--- src/exc_ctrl_defines.vh ---
// Summary of operation
// - write one sets nonmaskable pending, takes precedence
// - nonmaskable set bit reads pending state
// - deferred service set bit sets, reads pending
// - deferred service clear bit removes pending
// - tick set bit sets, reads pending
// - tick clear bit removes pending
// - preempt flag: pending taken on debug exit
// - external pending flag: any external irq pending
// - pending vector: highest priority pending, zero none
// - pending vector uses enables, ignores priority mask
// - active vector zero in thread mode
// - byte order flag reads zero always
// - reset request bit asserts system reset output
// - clear active bit wipes all active state
`ifndef EXC_CTRL_DEFINES_VH
`define EXC_CTRL_DEFINES_VH

// ---------------------------------------------------------------
// register byte offsets
// ---------------------------------------------------------------
`define ICS_OFFSET        12'hD04
`define AIRC_OFFSET       12'hD0C
`define SYSCTL_OFFSET     12'hD10
`define ICS_RESET         32'h00000000
`define AIRC_RESET        32'h00000000
`define SYSCTL_RESET      32'h00000000

// ---------------------------------------------------------------
// interrupt control/state word fields
// ---------------------------------------------------------------
`define NMI_SET_BIT       31
`define PSV_SET_BIT       28
`define PSV_CLR_BIT       27
`define TICK_SET_BIT      26
`define TICK_CLR_BIT      25
`define PREEMPT_BIT       23
`define EXT_PEND_BIT      22
`define VPEND_HI          20
`define VPEND_LO          12
`define VACT_HI           8
`define VACT_LO           0

// ---------------------------------------------------------------
// reset control word fields
// ---------------------------------------------------------------
`define KEY_HI            31
`define KEY_LO            16
`define KEY_VALUE         16'h05FA
`define BYTE_ORDER_BIT    15
`define RESET_REQ_BIT     2
`define CLR_ACTIVE_BIT    1
`define SYSCTL_MASK       32'h00000016

// ---------------------------------------------------------------
// exception numbers
// ---------------------------------------------------------------
`define EXC_NMI           9'h002
`define EXC_PSV           9'h00E
`define EXC_TICK          9'h00F
`define EXC_EXT_BASE      9'h010

`endif

--- src/ext_irq_pick.v ---
`timescale 1ns/1ps
`include "exc_ctrl_defines.vh"
// ---------------------------------------------------------------
// lowest-numbered enabled pending external interrupt
// ---------------------------------------------------------------
module ext_irq_pick #(
  parameter N = 32
) (
  input  wire [N-1:0] pend,     // external pending lines
  input  wire [N-1:0] enable,   // enable mask
  output reg          any,      // some enabled line pending
  output reg  [8:0]   number    // exception number of winner
);
  integer i;
  // scan downward so the lowest index wins
  always @* begin
    any    = 1'b0;
    number = 9'h000;
    for (i = N - 1; i >= 0; i = i - 1) begin
      if (pend[i] && enable[i]) begin
        any    = 1'b1;
        number = `EXC_EXT_BASE + i[8:0];
      end
    end
  end
endmodule

--- src/active_tracker.v ---
`timescale 1ns/1ps
`include "exc_ctrl_defines.vh"
// ---------------------------------------------------------------
// holds number of executing exception, zero in thread mode
// ---------------------------------------------------------------
module active_tracker (
  input  wire       clk,
  input  wire       rst_n,
  input  wire       enter,       // core enters handler, pulse
  input  wire [8:0] enter_num,   // number being entered
  input  wire       leave,       // core returns to thread, pulse
  input  wire       clear_all,   // wipe active state, pulse
  output reg  [8:0] active_num   // executing exception number
);
  // ---------------------------------------------------------------
  // clear wins, then entry, then leave
  // ---------------------------------------------------------------
  always @(posedge clk) begin
    if (!rst_n) begin
      active_num <= 9'h000;
    end else if (clear_all) begin
      active_num <= 9'h000;
    end else if (enter) begin
      active_num <= enter_num;
    end else if (leave) begin
      active_num <= 9'h000;
    end
  end
endmodule

--- src/exception_control_state_regs.v ---
// Decided for this implementation: the Avalon-MM slave port.
`timescale 1ns/1ps
`include "exc_ctrl_defines.vh"
// ---------------------------------------------------------------
// exception control and status registers on avalon-mm
// ---------------------------------------------------------------
module exception_control_state_regs #(
  parameter N_EXT = 32
) (
  input  wire             clk,
  input  wire             rst_n,
  // avalon-mm slave
  input  wire [11:0]      address,         // byte address
  input  wire             read,
  input  wire             write,
  input  wire [31:0]      writedata,
  input  wire [3:0]       byteenable,
  output reg  [31:0]      readdata,
  output wire             waitrequest,
  output reg  [1:0]       response,        // 00 ok, 10 slave error
  // core side
  input  wire [N_EXT-1:0] ext_pend,        // external irq pending lines
  input  wire [N_EXT-1:0] ext_enable,      // external irq enables
  input  wire             tick_event,      // tick timer fires, pulse
  input  wire             nmi_event,       // nonmaskable source, pulse
  input  wire             core_enter,      // core enters exception
  input  wire [8:0]       core_enter_num,  // number being entered
  input  wire             core_leave,      // core returns to thread
  input  wire             debug_halted,    // core halted in debug
  output reg              nmi_pending,     // nonmaskable pending
  output reg              psv_pending,     // deferred service pending
  output reg              tick_pending,    // tick pending
  output reg              sys_reset_req,   // reset request to system
  output reg              clear_active,    // active wipe pulse
  output reg  [31:0]      sys_control      // sleep-control word
);
  // ---------------------------------------------------------------
  // bus handshake: one wait cycle per access
  // ---------------------------------------------------------------
  reg        ack;      // answer cycle
  wire       req;      // request present
  wire       wr_go;    // write takes effect
  assign req         = read | write;
  assign waitrequest = req & ~ack;
  assign wr_go       = write & ack;

  // ack rises one cycle after request, drops after acceptance
  always @(posedge clk) begin
    if (!rst_n) begin
      ack <= 1'b0;
    end else begin
      ack <= req & ~ack;
    end
  end

  // ---------------------------------------------------------------
  // address decode
  // ---------------------------------------------------------------
  wire sel_ics;    // control/state word
  wire sel_airc;   // reset control word
  wire sel_scr;    // sleep control word
  wire full_word;  // all byte lanes
  assign sel_ics   = (address == `ICS_OFFSET);
  assign sel_airc  = (address == `AIRC_OFFSET);
  assign sel_scr   = (address == `SYSCTL_OFFSET);
  assign full_word = (byteenable == 4'hF);

  // write strobes for the control/state and reset control words
  wire ics_wr;     // write hits control/state word
  wire key_ok;     // correct key present
  wire airc_wr;    // keyed write to reset control
  assign ics_wr  = wr_go & sel_ics;
  assign key_ok  = (writedata[`KEY_HI:`KEY_LO] == `KEY_VALUE) && byteenable[3] && byteenable[2];
  assign airc_wr = wr_go & sel_airc & key_ok;

  // ---------------------------------------------------------------
  // external and pending vector selection
  // ---------------------------------------------------------------
  wire       ext_any;   // some enabled external pending
  wire [8:0] ext_num;   // its exception number
  wire [8:0] act_num;   // active exception number

  // enables applied here; priority mask never seen
  ext_irq_pick #(
    .N      (N_EXT)
  ) u_pick (
    .pend   (ext_pend),
    .enable (ext_enable),
    .any    (ext_any),
    .number (ext_num)
  );

  active_tracker u_active (
    .clk        (clk),
    .rst_n      (rst_n),
    .enter      (core_enter),
    .enter_num  (core_enter_num),
    .leave      (core_leave),
    .clear_all  (clear_active),
    .active_num (act_num)
  );

  // fixed order: nonmaskable, deferred service, tick, external
  function [8:0] pick_vector;
    input       n;
    input       p;
    input       t;
    input       e;
    input [8:0] en;
    begin
      if (n) begin
        pick_vector = `EXC_NMI;
      end else if (p) begin
        pick_vector = `EXC_PSV;
      end else if (t) begin
        pick_vector = `EXC_TICK;
      end else if (e) begin
        pick_vector = en;
      end else begin
        pick_vector = 9'h000;
      end
    end
  endfunction

  wire [8:0] vpend;     // highest priority pending number
  wire       any_pend;  // anything pending
  assign vpend    = pick_vector(nmi_pending, psv_pending, tick_pending, ext_any, ext_num);
  assign any_pend = (vpend != 9'h000);

  // ---------------------------------------------------------------
  // pending flags: hardware set beats software clear
  // ---------------------------------------------------------------
  always @(posedge clk) begin
    if (!rst_n) begin
      nmi_pending  <= 1'b0;
      psv_pending  <= 1'b0;
      tick_pending <= 1'b0;
    end else begin
      // nonmaskable: set by software or source, cleared on entry
      if (nmi_event || (ics_wr && writedata[`NMI_SET_BIT])) begin
        nmi_pending <= 1'b1;
      end else if (core_enter && core_enter_num == `EXC_NMI) begin
        nmi_pending <= 1'b0;
      end
      // deferred service: set wins over clear, zero ignored
      if (ics_wr && writedata[`PSV_SET_BIT]) begin
        psv_pending <= 1'b1;
      end else if (ics_wr && writedata[`PSV_CLR_BIT]) begin
        psv_pending <= 1'b0;
      end else if (core_enter && core_enter_num == `EXC_PSV) begin
        psv_pending <= 1'b0;
      end
      // tick: event or software set, zero writes ignored
      if (tick_event || (ics_wr && writedata[`TICK_SET_BIT])) begin
        tick_pending <= 1'b1;
      end else if (ics_wr && writedata[`TICK_CLR_BIT]) begin
        tick_pending <= 1'b0;
      end else if (core_enter && core_enter_num == `EXC_TICK) begin
        tick_pending <= 1'b0;
      end
    end
  end

  // ---------------------------------------------------------------
  // reset request, active wipe and sleep control word
  // ---------------------------------------------------------------
  always @(posedge clk) begin
    if (!rst_n) begin
      sys_reset_req <= 1'b0;
      clear_active  <= 1'b0;
      sys_control   <= `SYSCTL_RESET;
    end else begin
      // request held until system reset arrives
      if (airc_wr && writedata[`RESET_REQ_BIT]) begin
        sys_reset_req <= 1'b1;
      end
      // one-cycle wipe; only meaningful while halted in debug
      clear_active <= airc_wr & writedata[`CLR_ACTIVE_BIT];
      if (wr_go && sel_scr && full_word) begin
        sys_control <= writedata & `SYSCTL_MASK;
      end
    end
  end

  // ---------------------------------------------------------------
  // read data and response, registered on the answer edge
  // ---------------------------------------------------------------
  reg [31:0] next_readdata;  // decoded read word
  reg        next_bad;       // unmapped address

  always @* begin
    next_readdata = 32'h00000000;
    next_bad      = 1'b0;
    if (sel_ics) begin
      next_readdata[`NMI_SET_BIT]           = nmi_pending;
      next_readdata[`PSV_SET_BIT]           = psv_pending;
      next_readdata[`TICK_SET_BIT]          = tick_pending;
      next_readdata[`PREEMPT_BIT]           = any_pend & debug_halted;
      next_readdata[`EXT_PEND_BIT]          = |ext_pend;
      next_readdata[`VPEND_HI:`VPEND_LO]    = vpend;
      next_readdata[`VACT_HI:`VACT_LO]      = act_num;
    end else if (sel_airc) begin
      next_readdata[`BYTE_ORDER_BIT]        = 1'b0;
      next_readdata[`RESET_REQ_BIT]         = sys_reset_req;
    end else if (sel_scr) begin
      next_readdata = sys_control;
    end else begin
      next_bad = 1'b1;
    end
  end

  always @(posedge clk) begin
    if (!rst_n) begin
      readdata <= 32'h00000000;
      response <= 2'h0;
    end else if (req && !ack) begin
      readdata <= read ? next_readdata : 32'h00000000;
      response <= next_bad ? 2'h2 : 2'h0;
    end
  end
endmodule

--- config.mk ---
export PLATFORM = sky130hd
export DESIGN_NAME = exception_control_state_regs
export DESIGN_NICKNAME = d
export VERILOG_FILES = /design/src/ext_irq_pick.v /design/src/active_tracker.v /design/src/exception_control_state_regs.v
export VERILOG_INCLUDE_DIRS = /design/src /design/src/src
export SDC_FILE = /design/constraint.sdc
export NUM_CORES = 1
export LEC_CHECK = 0
export BUFFER_PORTS_ARGS = -buffer_cell sky130_fd_sc_hd__buf_2
export CAP_MARGIN = 20
export CORE_UTILIZATION = 40
export CTS_CLUSTER_DIAMETER = 40
export DETAILED_ROUTE_END_ITERATION = 8
export GPL_TIMING_DRIVEN = 0
export HOLD_SLACK_MARGIN = 0.06
export PLACE_DENSITY = 0.86
export SLEW_MARGIN = 20
export SYNTH_ARGS = -nofsm -noshare
export SYNTH_HDL_FRONTEND = slang
export SYNTH_SLANG_ARGS = --single-unit
--- constraint.sdc ---
create_clock -name clk -period 1.6 [get_ports clk]
set_input_delay 0.08 -clock clk [delete_from_list [all_inputs] [get_ports clk]]
set_output_delay 0.08 -clock clk [all_outputs]
set_load 0.02 [all_outputs]
==> results.yml <==
outcome:
  outcome: "finished, final reports clean"
synthesis:
  syn_area_per_cell_um2: 8.07
  syn_inst: 324
  netlist_top_cells_area: "dfxtp_1 (30%), buf_4 (12%), a22oi_1 (8.0%)"
  yosys_warnings: 0
  yosys.area.top_type: "dfxtp_1"
  synth_top_area_share_pct: 29.9
  syn_area_um2: 2620
  synth_cell_types: 51
  ys_ff_latch: 39
  seq_area_frac_synth_pct: 29.9
clock_network:
  cts_tree: "built"
  htreeDepth: 2
  clock_sinks: 39
  clkLatencyLatePin_ps: 290
  clock_path_buffers: 2
  numCtsBuffers: 5
  clk_pin_slew_ps: 80
  clockRootBuffer: "clkbuf_8"
route:
  num_vias: 3213
  highest_layer: "met4"
  wl_met3_um: 689
  ant_nets: 0
  drt_iter0_drc: 148
  wl_mm: 9.04
  wl_met2_mm: 4.73
  firstDrtPassIters: 5
  via_per_inst: 5.26
  wl_met1_mm: 3.44
  route.detailed.drc: 0
  drt-wirelength-per-cell_um: 14.8
critical_path:
  critPathLaunchType: "flip-flop"
  path_class: "flip-flop to flip-flop"
  end_kind: "flip-flop"
  path_max_fanout: 6
  critPathMaxStageDelay_ps: 370
  slowest_stage: "dfxtp_4"
  r2r_cells: 6
  worstPathRequired_ps: 1830
  crit_chain: "nor4bb_4, nand4_1, nand2b_4, nor3_4, o2111ai_1, nand2_1"
  arrival_ps: 1770
global_route:
  grt_max_degree: 13
  gr-total-overflow: 0
  antenna_found_initial: 0
  grt_pass1_vias: 3021
  grtUsageTotal_pct: 24.5
  grt_pass1_wl_mm: 13.8
sta:
  setup_viol_count_final: 0
  setup_slack_ps: 62.4
  worst-slew-pin-transition_ps: 534
  finClkSkew_ps: 6.12
  min_period_ps: 1540
  drv_slew: 0
  hold_viol_final: 0
  rsz0062_at_grt: "yes"
  slew_headroom_pct: 64.4
  period_share_pct: 96.1
  fmax_ghz: 0.650
layout:
  area_delta_synth_final_pct: 50.3
  layout-drive-gt1-share_pct: 42.5
  post-route-util_pct: 62.3
  diodes: 0
  final_common_cell: "buf_2"
  nets: 663
  fin_cells: 611
  final_cell_mix: "buf_2 (145), buf_4 (46), conb_1 (42)"
  fillers: 544
worst_hold_path:
  holdPathStages: 3
  worstHoldPathType: "input port to flip-flop"
placement:
  place_congestion: 0.942
  dp_slack_ps: -261
  placed_cells: 586
  portBuffers: 144
  dp_hpwl_mm: 6.99
floorplanning:
  die_y_um: 82.9
  row_count: 29
  fp.dieArea_um2: 6860
  ios: 202
  coreArea_um2: 6310
  initial_core_util_pct: 41.4
  fp.dieW_um: 82.9
power:
  peakVddDrop_v: 0.000492
  power_leakage_uw: 0.00194
  p_per_area_nw_per_um2: 593
job:
  drv_cap: 0
[registers in the layout (all words and copies together), names as in the netlist]
signal,flops
readdata,20
u_active.active_num,9
sys_control,3
ack,1
clear_active,1
nmi_pending,1
psv_pending,1
response,1
sys_reset_req,1
tick_pending,1
[cells by family (layout without fill, tap and decap cells)]
logic type	count (synthesis)	after routing	share of synthesized area, %
other cells	1	42	0.143
flops	39	39	29.9
buf+inv	55	224	14.6
mux	3	3	1.15
simple gates	132	132	29.4
compound gates	94	94	24.8
[synthesized netlist by cell type (all sizes together)]
cell / number
mux2i: 3
nor4: 10
dfxtp: 39
conb: 1
a32o: 3
nor2: 34
buf: 45
a22o: 1
o31ai: 2
and3: 2
o41ai: 1
nand2b: 7
and2: 3
o21ai: 5
a21oi: 30
a31oi: 1
inv: 4
a32oi: 7
nor4b: 4
and3b: 1
nand4b: 2
and2b: 3
o211ai: 2
nor2b: 1
nor4bb: 3
nand4: 8
a2bb2oi: 2
nand3: 5
nor3b: 10
a21boi: 1
a22oi: 28
nor3: 7
and4: 1
o2111ai: 4
a211oi: 3
nand2: 31
a222oi: 1
a311oi: 2
o21bai: 1
clkbuf: 6
[power breakdown]
group          switching [µW]  internal, µW
Sequential               17.8           988
Clock                     343           305
Combinational             379           300
[layer usage]
layer / GRT usage, % / vias up
met5: 0 / -
met4: 6.11 / 0
met3: 4.08 / 19
met2: 47.3 / 183
met1: 27.5 / 1451
li1: - / 1560
[path summary, 6_finish.rpt]
kind | slack (ps) | endpoint | from
setup / recovery | 60 | readdata[12] | ack
hold / removal | 80 | u_active.active_num[5] | core_enter_num[5]
setup reg to reg | 60 | readdata[12] | ack
hold reg to reg | 470 | readdata[22] | readdata[22]
[stage by stage]
stage                     cell area, µm²  total power [µW]  hold slack (ps)  setup TNS (ps)
after CTS                           3860              2320             60.8               0
after detailed placement            3590              1650              300           -2590
after global placement              3590              1640              291           -2200
after floorplan                     2770              1390              201               0
final                               3930              2330             81.5               0
after global routing                3930              2440              103           -34.5
[worst max-delay path, delay by kind of cell (launching register included)]
kind	cells	cell delay (ps)
DFF	1	370
AOI/OAI and AO/OA	1	180
and+or+nand+nor	5	920
[cell type report]
type                    instances  area, µm²  area share [%]
plain buffers                  51        372            9.45
clock buffers                   6       72.6            1.85
clock inverters                 2       12.5           0.318
inverters                       4       15.0           0.382
multi-input cells             271       1700            43.2
flip-flops and latches         39        785            20.0
well taps                      77       96.3            2.45
repair buffers                161        882            22.4
[timing repair]
item,CTS,global route
endpoints found under the hold margin,13,0
buffers inserted,5,0
gates resized for setup,8,14
hold buffers,12,0
setup endpoints to repair,20,9
pin swaps,2,6
Note: power is estimated with default switching activity, not from simulation.
